`src/rtl/pwg_pkg.sv`:
```
// pwm generator package: register offsets, field positions, reset values, codes
// assumes a plain address/strobe register port with 16-bit data
package pwg_pkg;

  // ----------------------------------------
  // register offsets
  // ----------------------------------------
  localparam logic [3:0] GEN_CTRL_OFS  = 4'h0;  // generator_control_reg
  localparam logic [3:0] TB_CTRL_OFS   = 4'h1;  // time_base_control_reg
  localparam logic [3:0] TB_CTRL2_OFS  = 4'h2;  // time_base_control2_reg
  localparam logic [3:0] PERIOD_OFS    = 4'h3;  // period value
  localparam logic [3:0] DUTY_OFS      = 4'h4;  // duty_value
  localparam logic [3:0] PHASE_OFS     = 4'h5;  // phase_value
  localparam logic [3:0] DEAD_OFS      = 4'h6;  // dead_time_value
  localparam logic [3:0] FLT_CTRL_OFS  = 4'h7;  // fault_limit_control_reg
  localparam logic [3:0] OUT_CTRL_OFS  = 4'h8;  // output_control_reg
  localparam logic [3:0] IRQ_STAT_OFS  = 4'h9;  // sticky event status
  localparam logic [3:0] IRQ_MASK_OFS  = 4'ha;  // event mask

  // ----------------------------------------
  // field positions
  // ----------------------------------------
  localparam int GEN_IMM_BIT   = 0;   // immediate update
  localparam int GEN_CRST_BIT  = 1;   // current-reset mode
  localparam int GEN_ITB_BIT   = 9;   // independent time base
  localparam int TB_EN_BIT     = 15;  // module_on
  localparam int DIV_LSB       = 0;   // pwm_clock_divider [2:0]
  localparam int SRC_LSB       = 10;  // comparator source [14:10]
  localparam int OVERRIDE_PERIOD_SYNC_BIT     = 0;   // override_period_sync
  localparam int OVD_LSB       = 6;   // override_value [7:6]
  localparam int OVRL_BIT      = 8;   // low_side_override_on
  localparam int OVRH_BIT      = 9;   // high_side_override_on
  localparam int MODE_LSB      = 10;  // output mode [11:10]

  // ----------------------------------------
  // codes and reset values
  // ----------------------------------------
  localparam logic [1:0] MODE_PUSHPULL  = 2'h1;
  localparam logic [1:0] MODE_REDUNDANT = 2'h2;
  localparam logic [1:0] OVD_ZERO_DUTY  = 2'h1;  // low on, high off
  localparam logic [1:0] OVD_FULL_DUTY  = 2'h2;  // high on, low off
  localparam logic [15:0] PERIOD_RST    = 16'h00ff;
  localparam logic [15:0] DEAD_RST      = 16'h0004;
  localparam logic [15:0] REG_ZERO      = 16'h0000;
  localparam int NUM_EVENTS             = 4;     // period, climit, ovr release, lost dt

endpackage : pwg_pkg

```
`src/rtl/pwg_deadtime.sv`:
```
// complementary pair shaper: dead time and released-override glitch
// assumes a single clock; the prescale tick comes from the main module
`timescale 1ns/10ps
module pwg_deadtime (
  // clock and reset
  input  wire logic        mclk_i,
  input  wire logic        rst_n_i,
  // control
  input  wire logic        tick_i,       // one pwm-clock tick
  input  wire logic        raw_i,        // ideal high-side level
  input  wire logic [15:0] dead_i,       // dead time in ticks
  input  wire logic        skip_dt_i,    // lose dead time on next edge
  input  wire logic        glitch_i,     // one-tick glitch request
  // outputs
  output logic             hi_o,
  output logic             lo_o,
  output logic             lost_o        // pulse: an edge had no dead time
);

  logic        prev;       // last raw level seen
  logic [15:0] cnt;        // dead time remaining
  logic        glitch;     // glitch pending for one tick

  // ----------------------------------------
  // dead time insertion
  // ----------------------------------------
  // both sides off during the count; skip lets the other side rise at once
  always_ff @(posedge mclk_i) begin
    if (!rst_n_i) begin
      prev   <= 1'b0;
      cnt    <= '0;
      hi_o   <= 1'b0;
      lo_o   <= 1'b0;
      lost_o <= 1'b0;
      glitch <= 1'b0;
    end else begin
      lost_o <= 1'b0;
      if (glitch_i) begin
        glitch <= 1'b1;
      end
      if (tick_i) begin
        prev <= raw_i;
        if (raw_i != prev) begin
          if (skip_dt_i || dead_i == '0) begin
            hi_o   <= raw_i;
            lo_o   <= ~raw_i;
            cnt    <= '0;
            lost_o <= skip_dt_i;
          end else begin
            hi_o <= 1'b0;
            lo_o <= 1'b0;
            cnt  <= dead_i - 16'h0001;
          end
        end else if (cnt != '0) begin
          cnt <= cnt - 16'h0001;
        end else if (glitch) begin
          // released override: both rise for one tick, on the first tick with no edge and no count
          hi_o   <= 1'b1;
          lo_o   <= 1'b1;
          glitch <= 1'b0;
        end else begin
          hi_o <= raw_i;
          lo_o <= ~raw_i;
        end
      end
    end
  end

endmodule // pwg_deadtime

```
`src/rtl/pwg_core.sv`:
```
// complementary pwm generator with current reset, override and dead time
// assumes synchronous inputs, 40 MHz mclk_i, software on the plain register port
`timescale 1ns/10ps
module pwg_core
  import pwg_pkg::*;
#(
  parameter int NCMP = 32                  // comparator inputs
) (
  // clock and reset
  input  wire logic            mclk_i,
  input  wire logic            rst_n_i,
  // register port
  input  wire logic [3:0]      addr_i,
  input  wire logic [15:0]     wdata_i,
  input  wire logic            wr_i,
  input  wire logic            rd_i,
  output logic      [15:0]     rdata_o,
  // pins
  input  wire logic [NCMP-1:0] cmp_i,      // external comparators
  input  wire logic            master_period_i, // master boundary pulse
  output logic                 high_side_output_o,
  output logic                 low_side_output_o,
  output logic                 irq_o
);
  import pwg_pkg::*;

  // ----------------------------------------
  // registers
  // ----------------------------------------
  logic [15:0] gen_ctrl, tb_ctrl, tb_ctrl2, period, duty, phase;
  logic [15:0] dead, flt_ctrl, out_ctrl;
  logic [NUM_EVENTS-1:0] irq_stat, irq_mask;
  logic [NUM_EVENTS-1:0] ev;                // event pulses

  // field views
  wire imm_upd   = gen_ctrl[GEN_IMM_BIT];
  wire cur_rst   = gen_ctrl[GEN_CRST_BIT];
  wire itb       = gen_ctrl[GEN_ITB_BIT];
  wire module_on = tb_ctrl[TB_EN_BIT];
  wire [2:0] div = tb_ctrl2[DIV_LSB +: 3];
  wire [4:0] src = flt_ctrl[SRC_LSB +: 5];
  wire override_period_sync     = out_ctrl[OVERRIDE_PERIOD_SYNC_BIT];
  wire [1:0] ovd = out_ctrl[OVD_LSB +: 2];
  wire [1:0] mode = out_ctrl[MODE_LSB +: 2];
  wire ovr_h     = out_ctrl[OVRH_BIT];
  wire ovr_l     = out_ctrl[OVRL_BIT];

  // register write and read, one cycle latency
  always_ff @(posedge mclk_i) begin
    if (!rst_n_i) begin
      gen_ctrl <= REG_ZERO;
      tb_ctrl  <= REG_ZERO;
      tb_ctrl2 <= REG_ZERO;
      period   <= PERIOD_RST;
      duty     <= REG_ZERO;
      phase    <= REG_ZERO;
      dead     <= DEAD_RST;
      flt_ctrl <= REG_ZERO;
      out_ctrl <= REG_ZERO;
      irq_mask <= '0;
    end else if (wr_i) begin
      case (addr_i)
        GEN_CTRL_OFS: gen_ctrl <= wdata_i;
        TB_CTRL_OFS:  tb_ctrl  <= wdata_i;
        TB_CTRL2_OFS: tb_ctrl2 <= wdata_i;
        PERIOD_OFS:   period   <= wdata_i;
        DUTY_OFS:     duty     <= wdata_i;
        PHASE_OFS:    phase    <= wdata_i;
        DEAD_OFS:     dead     <= wdata_i;
        FLT_CTRL_OFS: flt_ctrl <= wdata_i;
        OUT_CTRL_OFS: out_ctrl <= wdata_i;
        IRQ_MASK_OFS: irq_mask <= wdata_i[NUM_EVENTS-1:0];
        default: ;                             // unmapped: ignored
      endcase
    end
  end

  // read mux; unmapped addresses read zero
  always_ff @(posedge mclk_i) begin
    if (!rst_n_i) begin
      rdata_o <= REG_ZERO;
    end else if (rd_i) begin
      case (addr_i)
        GEN_CTRL_OFS: rdata_o <= gen_ctrl;
        TB_CTRL_OFS:  rdata_o <= tb_ctrl;
        TB_CTRL2_OFS: rdata_o <= tb_ctrl2;
        PERIOD_OFS:   rdata_o <= period;
        DUTY_OFS:     rdata_o <= duty;
        PHASE_OFS:    rdata_o <= phase;
        DEAD_OFS:     rdata_o <= dead;
        FLT_CTRL_OFS: rdata_o <= flt_ctrl;
        OUT_CTRL_OFS: rdata_o <= out_ctrl;
        IRQ_STAT_OFS: rdata_o <= {12'h000, irq_stat};
        IRQ_MASK_OFS: rdata_o <= {12'h000, irq_mask};
        default:      rdata_o <= REG_ZERO;
      endcase
    end else begin
      rdata_o <= REG_ZERO;
    end
  end

  // ----------------------------------------
  // prescaler
  // ----------------------------------------
  // tick every 2^div clocks; wider div gives coarser resolution
  logic [6:0] pre;
  logic       tick;
  always_ff @(posedge mclk_i) begin
    if (!rst_n_i) begin
      pre  <= '0;
      tick <= 1'b0;
    end else begin
      tick <= (pre == 7'h00);
      if (pre >= ((7'h01 << div) - 7'h01)) begin
        pre <= '0;
      end else begin
        pre <= pre + 7'h01;
      end
    end
  end

  // ----------------------------------------
  // time base and current reset
  // ----------------------------------------
  logic [15:0] tmr;
  logic        alt;          // alternate-cycle toggle for itb current reset
  logic        cmp_q;        // selected comparator, delayed for edge
  wire         cmp_sel = cmp_i[src];
  wire         cmp_rise = cmp_sel & ~cmp_q;
  wire         end_cyc = tmr >= period;
  // in itb current-reset mode only every second reset is honoured
  wire         rst_take = cmp_rise & cur_rst & (!itb | alt);

  always_ff @(posedge mclk_i) begin
    if (!rst_n_i) begin
      tmr   <= '0;
      alt   <= 1'b0;
      cmp_q <= 1'b0;
    end else begin
      cmp_q <= cmp_sel;
      if (!module_on) begin
        tmr <= '0;
        alt <= 1'b0;
      end else if (cmp_rise && cur_rst) begin
        alt <= ~alt;
        if (rst_take) begin
          tmr <= '0;
        end
      end else if (tick) begin
        tmr <= end_cyc ? 16'h0000 : tmr + 16'h0001;
      end
    end
  end

  // ----------------------------------------
  // duty buffering and master phase hazard
  // ----------------------------------------
  logic [15:0] duty_act;
  logic        phase_bad;    // pending dead time loss at master boundary
  logic        skip_arm;     // boundary passed: the next edge loses dead time
  logic        lost;         // an edge was taken with no dead time
  // the boundary pulse rarely meets an edge, so the loss waits for the edge
  always_ff @(posedge mclk_i) begin
    if (!rst_n_i) begin
      duty_act  <= REG_ZERO;
      phase_bad <= 1'b0;
      skip_arm  <= 1'b0;
    end else begin
      if (imm_upd || (tick && end_cyc) || !module_on) begin
        duty_act <= duty;
      end
      if (wr_i && addr_i == PHASE_OFS && module_on && !itb && !imm_upd &&
          (wdata_i < dead || wdata_i > duty)) begin
        phase_bad <= 1'b1;
      end else if (master_period_i) begin
        phase_bad <= 1'b0;
      end
      // arming wins over the clear from a loss in the same cycle
      if (phase_bad && master_period_i) begin
        skip_arm <= 1'b1;
      end else if (lost) begin
        skip_arm <= 1'b0;
      end
    end
  end

  // ----------------------------------------
  // override synchronisation
  // ----------------------------------------
  // override_period_sync=0 applies next clock; override_period_sync=1 waits for the period boundary
  logic       ovr_on;        // both overrides applied
  logic [1:0] ovd_act;
  logic       rel_glitch, both_drop;
  always_ff @(posedge mclk_i) begin
    if (!rst_n_i) begin
      ovr_on     <= 1'b0;
      ovd_act    <= 2'h0;
      rel_glitch <= 1'b0;
      both_drop  <= 1'b0;
    end else begin
      rel_glitch <= 1'b0;
      both_drop  <= 1'b0;
      if (!override_period_sync || (tick && end_cyc)) begin
        ovr_on  <= ovr_h & ovr_l;
        ovd_act <= ovd;
        if (ovr_on && !(ovr_h & ovr_l) && module_on &&
            mode != MODE_REDUNDANT && mode != MODE_PUSHPULL) begin
          rel_glitch <= 1'b1;
          both_drop  <= !override_period_sync;
        end
      end
    end
  end

  // ----------------------------------------
  // pwm compare and output shaping
  // ----------------------------------------
  wire raw = (tmr >= phase) && (tmr < duty_act);
  logic hi_c, lo_c;
  pwg_deadtime u_dt (
    .mclk_i    (mclk_i),
    .rst_n_i   (rst_n_i),
    .tick_i    (tick),
    .raw_i     (raw),
    .dead_i    (dead),
    .skip_dt_i (both_drop | skip_arm | (phase_bad & master_period_i)),
    .glitch_i  (rel_glitch),
    .hi_o      (hi_c),
    .lo_o      (lo_c),
    .lost_o    (lost)
  );

  // output mode and override mux
  always_ff @(posedge mclk_i) begin
    if (!rst_n_i) begin
      high_side_output_o <= 1'b0;
      low_side_output_o  <= 1'b0;
    end else if (!module_on) begin
      high_side_output_o <= 1'b0;
      low_side_output_o  <= 1'b0;
    end else if (ovr_on) begin
      high_side_output_o <= ovd_act[1];
      low_side_output_o  <= ovd_act[0];
    end else begin
      case (mode)
        MODE_REDUNDANT: begin
          high_side_output_o <= raw;
          low_side_output_o  <= raw;
        end
        MODE_PUSHPULL: begin
          high_side_output_o <= raw & ~alt;
          low_side_output_o  <= raw & alt;
        end
        default: begin
          high_side_output_o <= hi_c;
          low_side_output_o  <= lo_c;
        end
      endcase
    end
  end

  // ----------------------------------------
  // interrupts
  // ----------------------------------------
  assign ev = {lost, rel_glitch, rst_take, tick & end_cyc};
  // set wins over a write-one clear in the same cycle
  always_ff @(posedge mclk_i) begin
    if (!rst_n_i) begin
      irq_stat <= '0;
      irq_o    <= 1'b0;
    end else begin
      irq_stat <= (irq_stat & ~((wr_i && addr_i == IRQ_STAT_OFS) ?
                   wdata_i[NUM_EVENTS-1:0] : '0)) | ev;
      irq_o    <= |(irq_stat & irq_mask);
    end
  end

  // ----------------------------------------
  // assertions
  // ----------------------------------------
  a_off_outputs_low: assert property (@(posedge mclk_i) disable iff (!rst_n_i)
    !$past(module_on) |-> !high_side_output_o && !low_side_output_o)
    else $error("outputs active while module off");
  a_ovr_full_duty: assert property (@(posedge mclk_i) disable iff (!rst_n_i)
    $past(module_on && ovr_on && ovd_act == OVD_FULL_DUTY) |->
    high_side_output_o && !low_side_output_o)
    else $error("full duty override wrong");
  a_ovr_zero_duty: assert property (@(posedge mclk_i) disable iff (!rst_n_i)
    $past(module_on && ovr_on && ovd_act == OVD_ZERO_DUTY) |->
    !high_side_output_o && low_side_output_o)
    else $error("zero duty override wrong");
  a_redundant_same: assert property (@(posedge mclk_i) disable iff (!rst_n_i)
    $past(module_on && !ovr_on && mode == MODE_REDUNDANT) |->
    high_side_output_o == low_side_output_o)
    else $error("redundant outputs differ");
  a_itb_alt_reset: assert property (@(posedge mclk_i) disable iff (!rst_n_i)
    (module_on && cur_rst && itb && cmp_rise && !alt) |=> tmr != 16'h0000 || $past(tmr) == 0)
    else $error("itb reset taken on odd cycle");
  a_override_period_sync_next_clk: assert property (@(posedge mclk_i) disable iff (!rst_n_i)
    !override_period_sync |=> ovr_on == $past(ovr_h & ovr_l))
    else $error("override not applied next clock");
  a_tick_rate: assert property (@(posedge mclk_i) disable iff (!rst_n_i)
    (div == 3'h0 && $past(div == 3'h0) && $past(div == 3'h0, 2) && $past(rst_n_i)) |-> tick)
    else $error("divider zero must tick each clock");
  a_phase_flag: assert property (@(posedge mclk_i) disable iff (!rst_n_i)
    (wr_i && addr_i == PHASE_OFS && module_on && !itb && !imm_upd &&
     (wdata_i < dead || wdata_i > duty) && !master_period_i) |=> phase_bad)
    else $error("phase hazard not flagged");
  a_irq_level: assert property (@(posedge mclk_i) disable iff (!rst_n_i)
    ##1 irq_o == |($past(irq_stat) & $past(irq_mask)))
    else $error("interrupt level wrong");

endmodule // pwg_core

```
`config.mk`:
```
export PLATFORM = sky130hd
export DESIGN_NAME = pwg_core
export DESIGN_NICKNAME = d
export VERILOG_FILES = /design/src/rtl/pwg_pkg.sv /design/src/rtl/pwg_deadtime.sv /design/src/rtl/pwg_core.sv
export SDC_FILE = /design/constraint.sdc
export NUM_CORES = 1
export LEC_CHECK = 0
export BUFFER_PORTS_ARGS = -buffer_cell sky130_fd_sc_hd__buf_4
export CORE_MARGIN = 3
export CORE_UTILIZATION = 40
export CTS_BUF_LIST = sky130_fd_sc_hd__clkbuf_4
export CTS_CLUSTER_SIZE = 30
export DETAILED_ROUTE_END_ITERATION = 8
export RECOVER_POWER = 50
export SKIP_LAST_GASP = 1
export SLEW_MARGIN = 20
export SYNTH_ARGS = -nofsm -noshare
export SYNTH_HDL_FRONTEND = slang
export SYNTH_SLANG_ARGS = --single-unit
```
`constraint.sdc`:
```
create_clock -name mclk_i -period 5.09 [get_ports mclk_i]
set_input_delay 1.018 -clock mclk_i [delete_from_list [all_inputs] [get_ports mclk_i]]
set_output_delay 1.018 -clock mclk_i [all_outputs]
set_load 0.02 [all_outputs]
```
# Word level (Yosys, flattened, before mapping)
# Cells that the tools add are included.
[word_totals]
reg_bits = 241
latch_bits = 0
ram_bits = 0
romBits = 0
in_bits = 57
out_inout_bits = 19
elab_cells = 167
memories = 0
[classes]
add_sub_neg = 5
mul = 0
div_mod_pow = 0
order_cmp = 7
eq_ne = 17
n_shift = 1
mux = 33
bitwise_logic = 19
n_reduce_logical = 52
[ops]
columns = ["operator", "count"]
rows = [
  ["$pmux W16 S11", 1],
  ["$mux W16", 7],
  ["$ge A16 B16 Y1", 2],
  ["$lt A16 B16 Y1", 2],
  ["$reduce_and A2 Y1", 16],
  ["$sub A16 B1 Y16 const B", 2],
  ["$mux W1", 21],
  ["$add A16 B1 Y16 const B", 1],
  ["$eq A4 B3 Y1 const B", 4],
  ["$gt A16 B16 Y1", 1],
  ["$logic_not A16 Y1", 1],
  ["$reduce_bool A16 Y1", 1],
  ["$logic_and A1 B1 Y1", 14],
  ["$eq A4 B4 Y1 const B", 3],
  ["$and A1 B1 Y1", 8],
  ["$and A4 B4 Y4", 2],
  ["$eq A4 B2 Y1 const B", 2],
  ["$reduce_bool A2 Y1", 4],
  ["$add A7 B1 Y7 const B", 1],
  ["$ge A7 B7 Y1", 1],
  ["$logic_not A7 Y1", 1],
  ["$shl A1 B3 Y7 const A", 1],
  ["$sub A7 B1 Y7 const B", 1],
  ["$lt A5 B6 Y1 const B", 1],
  ["20 further kinds", 36],
]

# Longest topological paths before layout
[logic_depth]
word_depth = 7
depth_mapped = 13
depth_no_buf = 11

# Cells and area by module
# From an unflattened synthesis, not the netlist that was laid out.
[hier_totals]
hier_cells = 1603
area_unflattened_um2 = 13351.6
[by_module_without_submodules]
columns = ["module", "n_inst", "cells_each", "area_each_um2"]
rows = [
  ["pwg_core", 1, 1406, 11796.3],
  ["pwg_deadtime", 1, 197, 1555.2],
]

# Worst setup path after synthesis
# OpenSTA, ideal clock, no wires.
[synth_path]
kind = "in2reg"
from = "input port cmp_i[13]"
to = "register tmr[2]"
setup_time_ns = 0.122
arrival_ns = 2.859
t_required_ns = 4.968
slack_ns = 2.110
stages = 7
path_buffers = 0
path_cell_list = "mux4_1 mux4_2 nand2b_4 nand4b_4 nor3_2 a41o_4 a221o_1"
[synth_between]
elab_chain_len = 7
elab_cells_between_ends = 10
cone_classes = "eq/ne (1); mux (3); bitwise (3); reduce/logical (3)"
[synth_lines]
columns = ["element", "line", "rtl"]
rows = [
  ["from (decl)", "pwg_core.sv:19", "input wire logic [NCMP-1:0] cmp_i,"],
  ["$bmux W1 S5 (*)", "pwg_core.sv:128", "wire cmp_sel = cmp_i[src];"],
  ["$mux W1 (not written as such) (*)", "pwg_core.sv:128", ""],
  ["$and A1 B1 Y1 (*)", "pwg_core.sv:129", "wire cmp_rise = cmp_sel & ~cmp_q;"],
  ["$and A1 B1 Y1 (2 in a row)", "pwg_core.sv:132", "wire rst_take = cmp_rise & cur_rst & (!itb | alt);"],
  ["$ne A2 B2 Y1 (no line)", "-", ""],
  ["$reduce_and A2 Y1 (no line)", "-", ""],
  ["to (signal assigned)", "pwg_core.sv:150", "tmr <= end_cyc ? 16'h0000 : tmr + 16'h0001;"],
  ["to (decl)", "pwg_core.sv:125", "logic [15:0] tmr;"],
]
# Mark *: on every way between the ends. The rest lies on a longest branch, timed or not. The select of a mux whose other input is x is not followed.
# A chain may end at the register's enable or synchronous reset.

# Final worst setup path
[layout_path]
from = "input port rst_n_i"
to = "register rdata_o[0]"
[layout_between]
elab_chain_len = 1
[layout_lines]
columns = ["element", "line", "rtl"]
rows = [
  ["from (decl)", "pwg_core.sv:11", "input wire logic rst_n_i,"],
  ["$reduce_and A2 Y1 (no line)", "-", ""],
  ["to (signal assigned)", "pwg_core.sv:84", "GEN_CTRL_OFS: rdata_o <= gen_ctrl;"],
  ["to (signal assigned)", "pwg_core.sv:85", "TB_CTRL_OFS: rdata_o <= tb_ctrl;"],
  ["to (signal assigned)", "pwg_core.sv:86", "TB_CTRL2_OFS: rdata_o <= tb_ctrl2;"],
  ["to (decl)", "pwg_core.sv:17", "output logic [15:0] rdata_o,"],
]
# Every way passes these cells.

==> summary.txt <==
CTS
  – Clock slew at reported path FFs: 0.06 ns
  – Setup Buffers After CTS: 0
  – CTS resizes: 0
  – CTS sink cnt: 241
  – Clk_lat worst skew: 0.73 ns
  – CTS Buf Count: 68
  – CTS Hold Buffers Added: 0
  – CTS H-tree lvls: 3
  – CTS tree: built
  – Clock buffer depth: 3
  – Root Driver: clkbuf_4

Critical path
  – CP arrival: 4.45 ns
  – WP buf/inv: 1
  – Slowest-stage cell, CP: clkbuf_1
  – WS Path Type: in -> reg
  – FF-to-FF Start: tmr[0]
  – CP Capture Type: flop
  – R2R setup slack: 1.70 ns
  – Crit-path max cell delay: 1.51 ns
  – WP depth: 3
  – CP Launch Type: primary input
  – Kind of cell adding the most delay to the critical path: buffers and inverters
  – Crit path cell chain: clkbuf_1 > nand3_1 > a31oi_1
  – Worst R2R End: duty_act[3]
  – Critical Path Fanout Max: 37
  – Worst reg2reg path depth: 10
  – Worst EP required: 5.66 ns

Timing
  – Worst-Margin Slew: 2.16 ns
  – Max-slew violations: 73
  – Total negative slack: 0 ns
  – Max Clock Skew: 0.0534 ns
  – RSZ-0062 raised after global routing: false
  – Slew HR: -44.0%
  – Period utilization: 76.1%
  – Tmin final: 3.87 ns
  – Max Clock Freq: 258 MHz
  – Fin. Hold Viols: 0
  – Final setup vio count: 0
  – Final worst setup slack: 1.22 ns

Synthesis
  – Post-synth cell types: 72
  – Total nets after synthesis: 1,768
  – #FFs+latches synth: 241
  – Mapped Area: 12,800 sq um
  – Post-synthesis sequential area ratio: 37.7%
  – Syn_area_per_cell: 7.91 sq um
  – Post-synth EDFFs: 0
  – Yosys warning total: 0
  – Synth async-reset ratio: 0%
  – Cells after Synth: 1,617
  – Main synth FF type: dfxtp_1

Placed design
  – Port Buffers: 75
  – Gp weighted congestion: 0.921
  – DP HPWL: 31.3 mm
  – Pre-CTS setup slack: 1.58 ns

Die
  – Rows: 64
  – CORE AREA: 31,100 sq um
  – Die height: 185 um
  – Die width: 185 um
  – Initial core utilization: 41.1%
  – Ports: 76
  – Die area: 34,100 sq um

Finish
  – Layout cells sized above 1: 12.3%
  – FILL cells: 3,160
  – Nets: 1,823
  – Most common cell after layout, fill and taps aside: nand2_1
  – Synthesis-to-layout area growth: 12.5%
  – Commonest non-fill, non-tap cells in the layout: nand2_1, dfxtp_1, a21oi_1, inv_1, clkbuf_4
  – Multi-input logic area: 7230 sq um
  – Storage element area: 4820 sq um

Power and ir drop
  – LEAKAGE: 0.00529 uW
  – Worst vdd ir: 0.180 mV
  – Pwr dens: 314 nW/um^2

Routing
  – Via Count: 12,400
  – DRC viols: 0
  – ANT nets after route: 0
  – DRT iter0 DRCs: 1,494
  – Vias per std cell: 5.88
  – WL/cell: 21.3 um
  – Post-Route WL: 45.0 mm
  – Initial DRT Pass Iterations: 6

Global route
  – Vias in the first global route: 11,500
  – Initial antenna violation count: 2
  – Gr ovfl total: 0
  – First-pass GRT wire length: 67.6 mm
  – Largest net degree at the start of global routing: 86
  – Gr usage total: 25.9%

Worst hold path
  – WHS Endpoint: tb_ctrl2[3]
  – Hold Startpoint: tb_ctrl2[3]
  – WHS Path Cells: 2
  – Hold WC Path Type: reg -> reg

Flow run
  – Max_cap viols: 2

Outcome
  – Violated checks: max-capacitance violations, max-slew violations
  – Status: finished with violations
metrics by stage:
step / total power, uW / instances / util, % / area (sq um) / hold WS, ns
3_3_place_gp: 2740 / 1998 / 43.7 / 13600 / 0.441
3_5_place_dp: 2750 / 1998 / 43.7 / 13600 / 0.446
5_1_grt: 4720 / 2111 / 46.3 / 14400 / 0.470
6_report: 4520 / 2111 / 46.3 / 14400 / 0.452
2_1_floorplan: 2540 / 1617 / - / 12800 / 0.426
4_1_cts: 4530 / 2110 / 46.4 / 14400 / 0.455
cells in the mapped netlist, drive strengths merged, types with 15 or more instances:
library cell  number  area, sq um
clkbuf            94          353
o21ai             52          260
dfxtp            241         4820
xnor2             21          184
a21oi            182          911
a221oi            20          175
a22o              17          149
mux2i             38          380
a22oi             17          133
ha                94         1180
nor3              35          185
nor2              95          362
a222oi            15          150
a31oi             20          125
inv               97          364
nand2            354         1330
nand3             40          205
worst min-delay path, stage by stage (launching register included):
cell	delay (ns)
dfxtp_1	0.31
nand2_1	0.05
a21oi_1	0.05
how the worst max path moves through the flow:
stage | from | end | slack (ns)
finish | rst_n_i | rdata_o[0] | 1.22
floorplan | cmp_i[13] | tmr[2] | 2.11
CTS | tmr[0] | duty_act[3] | 1.72
detailed placement | addr_i[0] | phase_bad | 1.58
global placement | addr_i[0] | phase_bad | 1.61
global route | rst_n_i | out_ctrl[8] | 1.04
kinds of logic (layout without fill, tap and decap cells):
| family | Yosys count | after routing | share of synthesized area (%) |
|---|---|---|---|
| XOR/XNOR | 28 | 28 | 1.92 |
| buffers and inverters | 200 | 297 | 6.10 |
| other | 0 | 1 | 0 |
| adder cells (fa/ha/maj) | 94 | 94 | 9.20 |
| flip-flops | 241 | 241 | 37.7 |
| AND/OR/NAND/NOR | 614 | 614 | 21.1 |
| AO/OA/AOI/OAI | 393 | 393 | 19.4 |
| multiplexers | 47 | 47 | 4.53 |
per-layer routing:
| layer | global-route usage, % | vias up | wire length (um) |
|---|---|---|---|
| li1 | - | 5793 | - |
| met1 | 35.5 | 5835 | 19400 |
| met2 | 37.6 | 666 | 18800 |
| met3 | 8.86 | 112 | 5160 |
| met4 | 10.2 | 2 | 1620 |
| met5 | 0 | - | 13 |
final cells by class:
type	count	area share, %
Clock buffer	96	5.01
Inverter	97	2.55
Timing Repair Buffer	88	4.52
Clock inverter	16	0.696
Multi-Input combinational cell	1176	50.2
Tap cell	396	3.44
Antenna cell	1	0.0174
Sequential cell	241	33.5
where the power goes:
group | total (uW) | leakage, uW | internal, uW | switching, uW
Combinational | 691 | 0.00286 | 251 | 440
Sequential | 2040 | 0.00195 | 1960 | 78.7
Clock | 1790 | 0.000488 | 916 | 869
Total | 4520 | 0.00529 | 3130 | 1390
No activity file was read; power rests on OpenSTA's default activity.
